<file path="config.mk">
export PLATFORM = sky130hd
export DESIGN_NAME = dcpb_bank
export DESIGN_NICKNAME = d
export VERILOG_FILES = /design/src/dcpb_pkg.sv /design/src/dcpb_access_check.sv /design/src/dcpb_bank.sv /design/src/dcpb_edge_detect.sv
export VERILOG_INCLUDE_DIRS = /design/src /design/src/src
export SDC_FILE = /design/constraint.sdc
export NUM_CORES = 1
export LEC_CHECK = 0
export ABC_AREA = 0
export BUFFER_PORTS_ARGS = -buffer_cell sky130_fd_sc_hd__buf_2
export CORE_ASPECT_RATIO = 0.6
export CORE_MARGIN = 4
export CORE_UTILIZATION = 45
export CTS_BUF_LIST = sky130_fd_sc_hd__clkbuf_2 sky130_fd_sc_hd__clkbuf_4 sky130_fd_sc_hd__clkbuf_8
export DETAILED_ROUTE_END_ITERATION = 8
export PLACE_DENSITY = 0.88
export SYNTH_ARGS = -nofsm -noshare
export SYNTH_HDL_FRONTEND = slang
export SYNTH_SLANG_ARGS = --single-unit
</file>
<file path="constraint.sdc">
create_clock -name clk -period 3.1 [get_ports clk]
set_input_delay 0.31 -clock clk [delete_from_list [all_inputs] [get_ports clk]]
set_output_delay 0.31 -clock clk [all_outputs]
set_load 0.01 [all_outputs]
</file>
<file path="src/dcpb_defs.svh">
// Offsets, field positions, reset values and error codes of the
// common parameter bank. Included by the package and design modules.
`ifndef DCPB_DEFS_SVH
`define DCPB_DEFS_SVH

// Word addresses of the common area
`define DCPB_OFS_MODEL 16'h0000
`define DCPB_OFS_RATING 16'h0001
`define DCPB_OFS_SUPPLY 16'h0002
`define DCPB_OFS_FIRMWARE 16'h0003
`define DCPB_OFS_PROTECT 16'h0004
`define DCPB_OFS_SPEED 16'h0005
`define DCPB_OFS_RUNCTL 16'h0006
`define DCPB_OFS_RAMPUP 16'h0007
`define DCPB_OFS_RAMPDN 16'h0008
`define DCPB_OFS_CURRENT 16'h0009
`define DCPB_OFS_FREQ 16'h000A
`define DCPB_OFS_VOLT 16'h000B
`define DCPB_OFS_BUSV 16'h000C
`define DCPB_OFS_POWER 16'h000D
`define DCPB_OFS_STATE 16'h000E
`define DCPB_OFS_FAULT 16'h000F
`define DCPB_OFS_INPUTS 16'h0010
`define DCPB_OFS_LAST 16'h0010

// Run command word fields
`define DCPB_RUN_STOP 0
`define DCPB_RUN_FWD 1
`define DCPB_RUN_REV 2
`define DCPB_RUN_FRESET 3
`define DCPB_RUN_ESTOP 4
`define DCPB_RUN_SRC_LSB 6
`define DCPB_RUN_FSRC_LSB 8
`define DCPB_RUN_TRIG_W 5

// Reset values and limits
`define DCPB_PROTECT_RST 16'h0000
`define DCPB_PROTECT_MAX 16'h0001
`define DCPB_SPEED_MIN 16'h0032
`define DCPB_SPEED_MAX 16'h1770
`define DCPB_RAMP_RST 16'h0032
`define DCPB_RAMP_MAX 16'h1770

// Two-character negative answer codes
`define DCPB_ERR_WRITE_PROHIB 16'h574D
`define DCPB_ERR_DATA_RANGE 16'h4944
`define DCPB_ERR_BAD_ADDR 16'h4941

`endif

</file>
<file path="src/dcpb_pkg.sv">
// Types shared by the common parameter bank modules.
// Assumes dcpb_defs.svh is on the include path.
`include "dcpb_defs.svh"

package dcpb_pkg;

    // One word request from the frame parser
    typedef struct packed {
        logic valid;
        logic write;
        logic [15:0] addr;
        logic [15:0] data;
    } dcpb_req_type;

    // Answer: ack with data, or nak with a two-character code
    typedef struct packed {
        logic valid;
        logic nak;
        logic [15:0] errCode;
        logic [15:0] data;
    } dcpb_rsp_type;

    // Live drive state, bit 9 and bit 15 are not carried
    typedef struct packed {
        logic remoteSpeedSource;
        logic remoteRunStop;
        logic revRunCommand;
        logic fwdRunCommand;
        logic brakeOpen;
        logic stopping;
        logic dcBraking;
        logic speedArrival;
        logic decelerating;
        logic accelerating;
        logic faultTrip;
        logic runningReverse;
        logic runningForward;
        logic stopped;
    } dcpb_drive_flags_type;

    // Trip word, MSB first so it casts straight to the register
    typedef struct packed {
        logic undervoltageTrip;
        logic driveOverloadTrip;
        logic phaseLoss;
        logic fanFault;
        logic parameterStoreError;
        logic externalTripSecond;
        logic hardwareDiagnosisFault;
        logic overloadTrip;
        logic motorOverheatTrip;
        logic driveOverheatTrip;
        logic groundFaultTrip;
        logic currentLimitTrip;
        logic outputBlock;
        logic externalTripFirst;
        logic overvoltageTrip;
        logic overcurrentTrip;
    } dcpb_trip_type;

    // Output monitors
    typedef struct packed {
        logic [15:0] loadCurrent;
        logic [15:0] driveFrequency;
        logic [15:0] driveVoltage;
        logic [15:0] busVoltage;
        logic [15:0] drivePower;
    } dcpb_monitor_type;

    // One-cycle action pulses from the run command word
    typedef struct packed {
        logic stopReq;
        logic forwardReq;
        logic reverseReq;
        logic faultResetReq;
        logic emergencyStopReq;
    } dcpb_cmd_type;

    // Outcome of the address and access check
    typedef enum logic [1:0] {
        DCPB_ACC_OK = 2'b00,
        DCPB_ACC_READ_ONLY = 2'b01,
        DCPB_ACC_LOCKED = 2'b10,
        DCPB_ACC_BAD_ADDR = 2'b11
    } dcpb_access_type;

    // Whole state of the bank
    typedef struct packed {
        dcpb_rsp_type rsp;
        dcpb_cmd_type cmd;
        logic [15:0] protect;
        logic [15:0] speed;
        logic [15:0] rampUp;
        logic [15:0] rampDown;
        logic [`DCPB_RUN_TRIG_W-1:0] runLast;
    } dcpb_bank_state_type;

endpackage : dcpb_pkg
</file>
<file path="src/dcpb_access_check.sv">
// Address and write-permission check for one word access.
// Purely combinational; the bank registers its verdict.
`timescale 1ns/100ps
`include "dcpb_defs.svh"

module dcpb_access_check
    import dcpb_pkg::*;
(
    input wire logic [15:0] addr,
    input wire logic write,
    input wire logic unlocked,
    output dcpb_access_type accessClass
);

    // Lockable words only; run control stays writable so a locked
    // drive can still be stopped from the link
    function automatic logic isLockable(input logic [15:0] a);
        isLockable = (a == `DCPB_OFS_SPEED) || (a == `DCPB_OFS_RAMPUP)
            || (a == `DCPB_OFS_RAMPDN);
    endfunction : isLockable

    function automatic logic isWritable(input logic [15:0] a);
        isWritable = isLockable(a) || (a == `DCPB_OFS_PROTECT)
            || (a == `DCPB_OFS_RUNCTL);
    endfunction : isWritable

    // Priority: bad address, read only, lock
    always_comb begin
        accessClass = DCPB_ACC_OK;
        if (addr > `DCPB_OFS_LAST) begin
            accessClass = DCPB_ACC_BAD_ADDR;
        end else if (write && !isWritable(addr)) begin
            accessClass = DCPB_ACC_READ_ONLY;
        end else if (write && isLockable(addr) && !unlocked) begin
            accessClass = DCPB_ACC_LOCKED;
        end
    end

endmodule : dcpb_access_check

</file>
<file path="src/dcpb_bank.sv">
// Common parameter bank of a motor drive: one word access per request,
// answered one cycle later with an ack or a nak code.
// Assumes a frame parser in front that splits multi-word frames into
// single word requests and builds the reply frame from each answer.
//
// Operation
// - Run word 0->1 on bits 0-4 acts
// - Run word bits 6-7 show run source
// - Run word bits 8-12 show frequency source
// - Status bits 0-3: stop, fwd, rev, trip
// - Status bits 4-8 ramp and braking, 9 unused
// - Status bits 10-14 brake, commands, remote
// - Trip bits 0-7 flag the first eight faults
// - Trip bits 8-15 flag the remaining faults
// - Same addresses and meanings for every model
// - Read-only or blocked write gets write-prohibited
// - Out-of-range data gets data-range error
// - Unknown address gets bad-address error
// - Written values revert on reset
`timescale 1ns/100ps
`include "dcpb_defs.svh"

module dcpb_bank
    import dcpb_pkg::*;
#(
    // Identity words, values arbitrary
    parameter logic [15:0] MODEL_CODE = 16'h00E1,
    parameter logic [15:0] RATING_CODE = 16'h00E2,
    parameter logic [15:0] SUPPLY_CLASS = 16'h00E3,
    parameter logic [15:0] FIRMWARE_CODE = 16'h00E4,
    // Setpoint limits in 0.01 Hz, ramp limit in 0.1 s
    parameter logic [15:0] SPEED_MIN = `DCPB_SPEED_MIN,
    parameter logic [15:0] SPEED_MAX = `DCPB_SPEED_MAX,
    parameter logic [15:0] RAMP_MAX = `DCPB_RAMP_MAX,
    parameter logic [15:0] RAMP_RESET = `DCPB_RAMP_RST
) (
    input wire logic clk,
    input wire logic rst_b,
    input dcpb_req_type req,
    input dcpb_drive_flags_type driveFlags,
    input dcpb_trip_type tripFlags,
    input dcpb_monitor_type monitors,
    input wire logic [1:0] runSource,
    input wire logic [4:0] speedSource,
    input wire logic [3:0] digitalInputs,
    output dcpb_rsp_type rsp,
    output dcpb_cmd_type cmd,
    output logic [15:0] speedSetpoint,
    output logic [15:0] rampUpTime,
    output logic [15:0] rampDownTime,
    output logic writeUnlocked
);

    logic [1:0] rstSync_reg;
    logic rstLocal_b;
    dcpb_bank_state_type state_reg;
    dcpb_bank_state_type state_next;
    dcpb_access_type accessClass;
    logic runWrite;
    logic [`DCPB_RUN_TRIG_W-1:0] runRise;
    logic [15:0] readWord;
    logic inRange;

    // Reset released through two flops, asserted at once
    always_ff @(posedge clk or negedge rst_b) begin
        if (!rst_b) begin
            rstSync_reg <= 2'b00;
        end else begin
            rstSync_reg <= {rstSync_reg[0], 1'b1};
        end
    end

    assign rstLocal_b = rstSync_reg[1];

    // Status word with the unused bits 9 and 15 held at zero
    function automatic logic [15:0] packStatus(input dcpb_drive_flags_type f);
        packStatus = {1'b0, f.remoteSpeedSource, f.remoteRunStop,
            f.revRunCommand, f.fwdRunCommand, f.brakeOpen, 1'b0,
            f.stopping, f.dcBraking, f.speedArrival, f.decelerating,
            f.accelerating, f.faultTrip, f.runningReverse,
            f.runningForward, f.stopped};
    endfunction : packStatus

    // Run command read-back; trigger bits 3-4 are write only
    function automatic logic [15:0] packRun(
        input logic [`DCPB_RUN_TRIG_W-1:0] last,
        input logic [1:0] src,
        input logic [4:0] fsrc
    );
        packRun = 16'h0000;
        packRun[`DCPB_RUN_STOP] = last[`DCPB_RUN_STOP];
        packRun[`DCPB_RUN_FWD] = last[`DCPB_RUN_FWD];
        packRun[`DCPB_RUN_REV] = last[`DCPB_RUN_REV];
        packRun[`DCPB_RUN_SRC_LSB +: 2] = src;
        packRun[`DCPB_RUN_FSRC_LSB +: 5] = fsrc;
    endfunction : packRun

    // Address and permission check
    dcpb_access_check u_check (
        .addr(req.addr),
        .write(req.write),
        .unlocked(state_reg.protect[0]),
        .accessClass(accessClass)
    );

    assign runWrite = req.valid && req.write
        && (req.addr == `DCPB_OFS_RUNCTL) && (accessClass == DCPB_ACC_OK);

    // Edges are taken against the last word written, not the
    // read-back, so a repeated write of 1 does not re-trigger
    dcpb_edge_detect #(
        .WIDTH(`DCPB_RUN_TRIG_W)
    ) u_edge (
        .prevBits(state_reg.runLast),
        .newBits(req.data[`DCPB_RUN_TRIG_W-1:0]),
        .strobe(runWrite),
        .riseBits(runRise)
    );

    // Read multiplexer over the whole common area
    // fixed map
    always_comb begin
        readWord = 16'h0000;
        unique case (req.addr)
            `DCPB_OFS_MODEL: readWord = MODEL_CODE;
            `DCPB_OFS_RATING: readWord = RATING_CODE;
            `DCPB_OFS_SUPPLY: readWord = SUPPLY_CLASS;
            `DCPB_OFS_FIRMWARE: readWord = FIRMWARE_CODE;
            `DCPB_OFS_PROTECT: readWord = state_reg.protect;
            `DCPB_OFS_SPEED: readWord = state_reg.speed;
            `DCPB_OFS_RUNCTL: readWord = packRun(state_reg.runLast,
                runSource, speedSource);
            `DCPB_OFS_RAMPUP: readWord = state_reg.rampUp;
            `DCPB_OFS_RAMPDN: readWord = state_reg.rampDown;
            `DCPB_OFS_CURRENT: readWord = monitors.loadCurrent;
            `DCPB_OFS_FREQ: readWord = monitors.driveFrequency;
            `DCPB_OFS_VOLT: readWord = monitors.driveVoltage;
            `DCPB_OFS_BUSV: readWord = monitors.busVoltage;
            `DCPB_OFS_POWER: readWord = monitors.drivePower;
            `DCPB_OFS_STATE: readWord = packStatus(driveFlags);
            `DCPB_OFS_FAULT: readWord = tripFlags;
            `DCPB_OFS_INPUTS: readWord = {12'h000, digitalInputs};
            default: readWord = 16'h0000;
        endcase
    end

    // Range of the data carried by a write
    // range limits
    always_comb begin
        inRange = 1'b1;
        unique case (req.addr)
            `DCPB_OFS_PROTECT: inRange = (req.data <= `DCPB_PROTECT_MAX);
            `DCPB_OFS_SPEED: inRange = (req.data >= SPEED_MIN)
                && (req.data <= SPEED_MAX);
            `DCPB_OFS_RAMPUP: inRange = (req.data <= RAMP_MAX);
            `DCPB_OFS_RAMPDN: inRange = (req.data <= RAMP_MAX);
            default: inRange = 1'b1;
        endcase
    end

    // Next state: answer every request one cycle later
    always_comb begin
        state_next = state_reg;
        state_next.rsp = '0;
        state_next.cmd = '0;
        if (req.valid) begin
            state_next.rsp.valid = 1'b1;
            unique case (accessClass)
                DCPB_ACC_BAD_ADDR: begin
                    state_next.rsp.nak = 1'b1;
                    state_next.rsp.errCode = `DCPB_ERR_BAD_ADDR;
                end
                DCPB_ACC_READ_ONLY, DCPB_ACC_LOCKED: begin
                    state_next.rsp.nak = 1'b1;
                    state_next.rsp.errCode = `DCPB_ERR_WRITE_PROHIB;
                end
                DCPB_ACC_OK: begin
                    // Ack carries the word as it stood before a write
                    state_next.rsp.data = readWord;
                    if (req.write && !inRange) begin
                        state_next.rsp.nak = 1'b1;
                        state_next.rsp.errCode = `DCPB_ERR_DATA_RANGE;
                        state_next.rsp.data = 16'h0000;
                    end else if (req.write) begin
                        unique case (req.addr)
                            `DCPB_OFS_PROTECT: state_next.protect = req.data;
                            `DCPB_OFS_SPEED: state_next.speed = req.data;
                            `DCPB_OFS_RAMPUP: state_next.rampUp = req.data;
                            `DCPB_OFS_RAMPDN: state_next.rampDown = req.data;
                            `DCPB_OFS_RUNCTL: state_next.runLast =
                                req.data[`DCPB_RUN_TRIG_W-1:0];
                            default: state_next.protect = state_reg.protect;
                        endcase
                    end
                end
            endcase
        end
        state_next.cmd.stopReq = runRise[`DCPB_RUN_STOP];
        state_next.cmd.forwardReq = runRise[`DCPB_RUN_FWD];
        state_next.cmd.reverseReq = runRise[`DCPB_RUN_REV];
        state_next.cmd.faultResetReq = runRise[`DCPB_RUN_FRESET];
        state_next.cmd.emergencyStopReq = runRise[`DCPB_RUN_ESTOP];
    end

    // State register; reset restores every written value
    // revert on reset
    always_ff @(posedge clk or negedge rstLocal_b) begin
        if (!rstLocal_b) begin
            state_reg.rsp <= '0;
            state_reg.cmd <= '0;
            state_reg.protect <= `DCPB_PROTECT_RST;
            state_reg.speed <= `DCPB_SPEED_MIN;
            state_reg.rampUp <= `DCPB_RAMP_RST;
            state_reg.rampDown <= `DCPB_RAMP_RST;
            state_reg.runLast <= '0;
        end else begin
            state_reg <= state_next;
        end
    end

    // Outputs straight from the state flops
    assign rsp = state_reg.rsp;
    assign cmd = state_reg.cmd;
    assign speedSetpoint = state_reg.speed;
    assign rampUpTime = state_reg.rampUp;
    assign rampDownTime = state_reg.rampDown;
    assign writeUnlocked = state_reg.protect[0];

endmodule : dcpb_bank

</file>
<file path="src/dcpb_edge_detect.sv">
// Rising-edge finder for written trigger bits: compares the word
// being written with the last one written. Combinational.
`timescale 1ns/100ps

module dcpb_edge_detect #(
    parameter int WIDTH = 5
) (
    input wire logic [WIDTH-1:0] prevBits,
    input wire logic [WIDTH-1:0] newBits,
    input wire logic strobe,
    output logic [WIDTH-1:0] riseBits
);

    // A bit acts only on a 0 to 1 step between two writes
    always_comb begin
        riseBits = strobe ? (newBits & ~prevBits) : '0;
    end

endmodule : dcpb_edge_detect

</file>
-- After elaboration in Yosys (flattened, before gate mapping)
Index checks and enable logic that the tools add are counted.
- magnitude comparators: 4
- eq/ne operators: 19
- multiplexer cells: 10
- bitwise operators: 3
- reduce and logical (&&, ||, !) cells: 24
- operators by type and width (operator ; count):
    $pmux W16 S17 ; 1
    $eq A16 B4 Y1 const B ; 8
    $eq A16 B3 Y1 const B ; 4
    $pmux W17 S3 ; 1
    $mux W34 ; 1
    $mux W33 ; 1
    $eq A16 B2 Y1 const B ; 2
    $reduce_and A5 Y1 ; 5
    $eq A16 B1 Y1 const B ; 1
    $eq A16 B5 Y1 const B ; 1
    $ge A16 B6 Y1 const B ; 1
    $gt A16 B5 Y1 const B ; 1
    $le A16 B1 Y1 const B ; 1
    $le A16 B13 Y1 const B ; 1
    $logic_not A16 Y1 ; 1
    $mux W16 ; 1
    $logic_and A1 B1 Y1 ; 8
    $mux W2 ; 3
    $and A5 B5 Y5 ; 1
    $mux W5 ; 1
    $not A5 Y5 ; 1
    $eq A2 B2 Y1 const B ; 2
    $logic_or A1 B1 Y1 ; 4
    $reduce_or A2 Y1 ; 2
    5 further kinds ; 7
- bits in registers: 110
- bits of input ports: 157
- output and inout port bits: 88
- logic and storage cells: 75

-- Depth between registers and ports, before layout
- word-level depth: 13
- gate-level depth with buffers: 17
- gate-level depth less buffers: 11

-- Modules after synthesis
A second synthesis with hierarchy kept.
- cell total of the unflattened synthesis: 532
- area total of the unflattened synthesis: 5838.1 µm²
- by module, submodules not included (module ; instances ; cells an instance ; area an instance (µm²) ; seq. area each (µm²)):
    dcpb_bank ; 1 ; 515 ; 5704.2 ; 2463.6
    dcpb_access_check ; 1 ; 12 ; 90.1 ; 0.0
    dcpb_edge_detect ; 1 ; 5 ; 43.8 ; 0.0

-- Worst setup path after synthesis
Ideal clock, no wire load.
- kind: in2reg
- start point: in req[29] (netlist name)
- end point: reg state_reg, in the netlist rampUpTime[10]
- library setup time: 0.125 ns
- arrival: 3.371 ns
- path slack: -0.396 ns
- stages: 13
- path buffers: 3
- cells stage by stage: nor4_4 -> nand3_4 -> or4_1 -> a31oi_1 -> ha_1 -> and3_1 -> clkbuf_8 -> nand3_1 -> o211a_1 -> or3_1 -> buf_6 -> buf_12 -> mux2_4
- word-level cells in the longest chain between the ends: 11
- elaborated cells between the ends (all ways): 24
- ends and longest elaborated chain (item ; RTL line ; RTL):
    from (decl) ; dcpb_bank.sv:39 ; input dcpb_req_type req,
    $eq A16 B3 Y1 (on tied branches) ; dcpb_bank.sv:151, dcpb_bank.sv:185 ;
    $logic_or A1 B1 Y1 (2 in a row) ; dcpb_access_check.sv:18 ; isLockable = (a == `DCPB_OFS_SPEED) || (a == `DCPB_OFS_RAMPUP)
    $logic_or A1 B1 Y1 (2 in a row) ; dcpb_access_check.sv:23 ; isWritable = isLockable(a) || (a == `DCPB_OFS_PROTECT)
    $logic_not A1 Y1 ; dcpb_access_check.sv:32 ; end else if (write && !isWritable(addr)) begin
    $logic_and A1 B1 Y1 ; dcpb_access_check.sv:32 ;
    $mux W2 ; dcpb_access_check.sv:32 ;
    $mux W2 ; dcpb_access_check.sv:30 ; if (addr > `DCPB_OFS_LAST) begin
    $logic_not A2 Y1 ; dcpb_bank.sv:168 ; unique case (accessClass)
    $reduce_and A5 Y1 (no source line) (*) ; - ;
    to (signal assigned) ; dcpb_bank.sv:217 ; state_reg <= state_next;
    to (decl) ; dcpb_bank.sv:56 ; dcpb_bank_state_type state_reg;
Every way passes the cells marked *; elsewhere a longest branch is shown, timed or not.
A chain may end at the register's enable or synchronous reset.

-- Worst setup path after layout
- start point: in req[30] (netlist name)
- end point: reg state_reg, in the netlist rampUpTime[12]
The elaborated chain is that of the path after synthesis.

==> flow_summary_export.csv <==
group,metric,value,unit
run_status,status,"finished, final reports clean",
layout,largest_reg_flops,22,
synth,synth_compound_area_frac,0.148,
hold_path,hold_class,"primary input to flip-flop",
synth,avgSynthCellArea,11.2,um2
synth,ys_async_sr_fraction,1.00,
synth,ys_types,59,
setup_path,path_buf_inv,2,
routing,vias_per_cell,5.80,
synth,synth_top_area_frac,0.386,
setup_path,critical_path_required,3.36,ns
clock_network,cts_root_buf,"clkbuf_8",
layout,finalNetCount,864,
clock_network,worstSkewPairLatency,0.38,ns
synth,synthMuxAreaShare,0.138,
setup_path,r2r_end,"rampUpTime[12]",
synth,synth.most_common_cell,"dfrtp_1",
layout,syn_to_final_growth,22.4,%
synth,ys.warnings.count,0,
synth,yosysTopAreaCell,"dfrtp_1",
global_routing,grt_usage,0.268,
pwr,total_power,2.43,mW
placement,place.gp.congestion,0.954,
floorplan,die_height,95.7,um
sta,rsz0062_at_grt,"false",
synth,synth-seq-cells,98,
setup_path,r2r_setup_slack,0.58,ns
synth,synth_top_family_by_area,"compound AO/OA/AOI/OAI gates",
clock_network,h-tree-depth,3,
synth,ys_top_cells_by_area,"dfrtp_1 39%, buf_4 11%, mux2_2 7.8%",
global_routing,overflow,0,
pwr,ir_drop,0.208,mV
synth,ys.flop_type,"dfrtp_1",
placement,place_ws,-0.256,ns
global_routing,grt_pass1_wl,29800,um
setup_path,cp_max_fo,16,
global_routing,grt_pass1_vias,5070,
pwr,p_per_area,344,mW/mm2
setup_path,cp_slowest_stage_delay,0.54,ns
sta,worstMarginPinSlew,1.04,ns
global_routing,antenna_found_initial,4,
routing,drt_iter0_markers,493,
sta,slew_viol_final,0,
synth,yosys-top-cells-count,"89 x dfrtp_1, 87 x buf_4, 40 x mux2_2",
setup_path,worst_ep_arrival_time,3.26,ns
clock_network,cts_buffers,9,
floorplan,core,0.0123,mm2
clock_network,clk_path_buf_depth,2,
setup_path,slowest_stage,"or4_4",
floorplan,row_count,31,
sta,setup_viol,0,
routing,drc,0,
sta,hold_viol,0,
sta,fin_crit,3.00,ns
layout,fillCellCount,1079,
synth,seq_area_frac_synth,0.427,
routing,routed_wl,20300,um
synth,yosys.area_share.xor_xnor,0,
routing,route.vias.total,5087,
floorplan,dieArea,0.0148,mm2
routing,wl_per_cell,23.2,um
floorplan,start_util,0.469,
hold_path,hold_end,"rsp[33]",
clock_network,cts_resized,0,
hold_path,holdCritStartpoint,"req[33]",
pwr,leakagePower,3.65,nW
synth,synth_area,0.00577,mm2
clock_network,post_cts.repair.setup_buffers,0,
floorplan,io_pins,245,
floorplan,die_w,154,um
layout,drive_above_1_share,0.561,
routing,drt_pre_antenna_iters,6,
synth,synth_edf_count,0,
hold_path,hold_path_depth,1,
setup_path,worst_setup_path_end_kind,"flip-flop",
synth,yosys.area_share.simple,0.139,
setup_path,r2r_start,"writeUnlocked",
routing,final_antenna_net_count,0,
sta,clock_skew,0.0169,ns
sta,max_freq,0.333,GHz
setup_path,critPathLaunchType,"primary input",
sta,max_slew_margin,0.306,
sta,post-route-period-util,0.969,
setup_path,rr_worst_depth,9,
placement,dp_hpwl,15900,um
setup_path,crit_start,"req[30]",
synth,synth_fa_ha_area_frac,0.00434,
clock_network,path_clk_slew,0.11,ns
flow_run,cap_violations,0,
clock_network,cts_tree,"yes",
synth,syn_inst,515,
sta,setup_slack,0.0959,ns
setup_path,crit_path_cell_trace,"buf_2 -> nor4_4 -> nand3_4 -> or4_4 -> a31oi_2 -> ha_1 -> and3_1 -> o211ai_1 -> o211a_1 -> or3_1 -> buf_12 -> mux2_4",
setup_path,worstSetupPathType,"primary input to flip-flop",
global_routing,grt_max_degree,81,
setup_path,crit_family,"simple AND/OR/NAND/NOR gates",
clock_network,cts.sinks,98,
placement,numPortBuffers,238,
==> worst max path at each step <==
| stage | to | slack (ns) | cells past startpoint |
|---|---|---|---|
| 4_1_cts | rampUpTime[12] | 0.13 | 12 |
| 2_1_floorplan | rampUpTime[10] | -0.28 | 13 |
| 3_3_place_gp | rampUpTime[10] | -0.19 | 12 |
| 6_report | rampUpTime[12] | 0.1 | 12 |
| 5_1_grt | rampUpTime[12] | 0.007 | 12 |
| 3_5_place_dp | rampUpTime[8] | -0.26 | 12 |
==> layout make-up <==
cell class	instances	area (um2)	share of cell area
diodes	2	5.00	0.000709
clock buffers	10	138	0.0195
multi-input cells	307	2550	0.361
well taps	165	206	0.0292
inverters	3	11.3	0.00159
flip-flops and latches	98	2470	0.349
repair buffers	286	1620	0.229
clock inverters	6	71.3	0.0101
==> power by group <==
part	total (mW)	switching (mW)	leakage, nW	internal [mW]
logic	0.226	0.115	2.22	0.111
registers	1.30	0.0207	1.32	1.28
clock network	0.903	0.498	0.105	0.405
total	2.43	0.635	3.65	1.80
==> metrics by stage <==
stage	area [um2]	hold WS, ns	std cells	setup TNS [ns]	util
floorplan	5800	0.0144	520	-3.12	-
global placement	6840	0.0970	858	-2.44	0.556
detailed placement	6840	0.0970	858	-3.52	0.556
CTS	7060	0.0947	875	0	0.574
global route	7060	0.108	875	0	0.574
finish	7060	0.118	877	0	0.574
==> cells in the final DEF, fill, tap and decap left out, types with 12 or more instances in the layout <==
| cell type | count |
|---|---|
| dfrtp_1 | 88 |
| a22o_1 | 13 |
| a22oi_1 | 31 |
| buf_2 | 238 |
| a222oi_1 | 17 |
| nand2_1 | 22 |
| a31oi_1 | 12 |
| and2_1 | 18 |
| mux2_2 | 40 |
| buf_4 | 42 |
| nor2_1 | 22 |
| mux2_4 | 14 |
==> cell families (layout without fill, tap and decap cells) <==
family,after synthesis,after routing
other cells,2,9
compound gates,108,108
flops,98,98
mux,60,60
simple gates,130,130
fa+ha+maj,2,2
buf+inv,115,305
==> layer usage <==
layer,GRT usage,share of wire,up-vias
met4,0.0661,0.016,8
met1,0.370,0.41,2497
li1,-,-,2221
met2,0.399,0.45,327
met5,0,0.0020,-
met3,0.104,0.12,34
==> timing repair <==
item                       CTS  global route
hold endpoints to repair     2             0
setup endpoints to repair    0             0
hold buffers                 1             0
(Power assumes the default switching activity.)
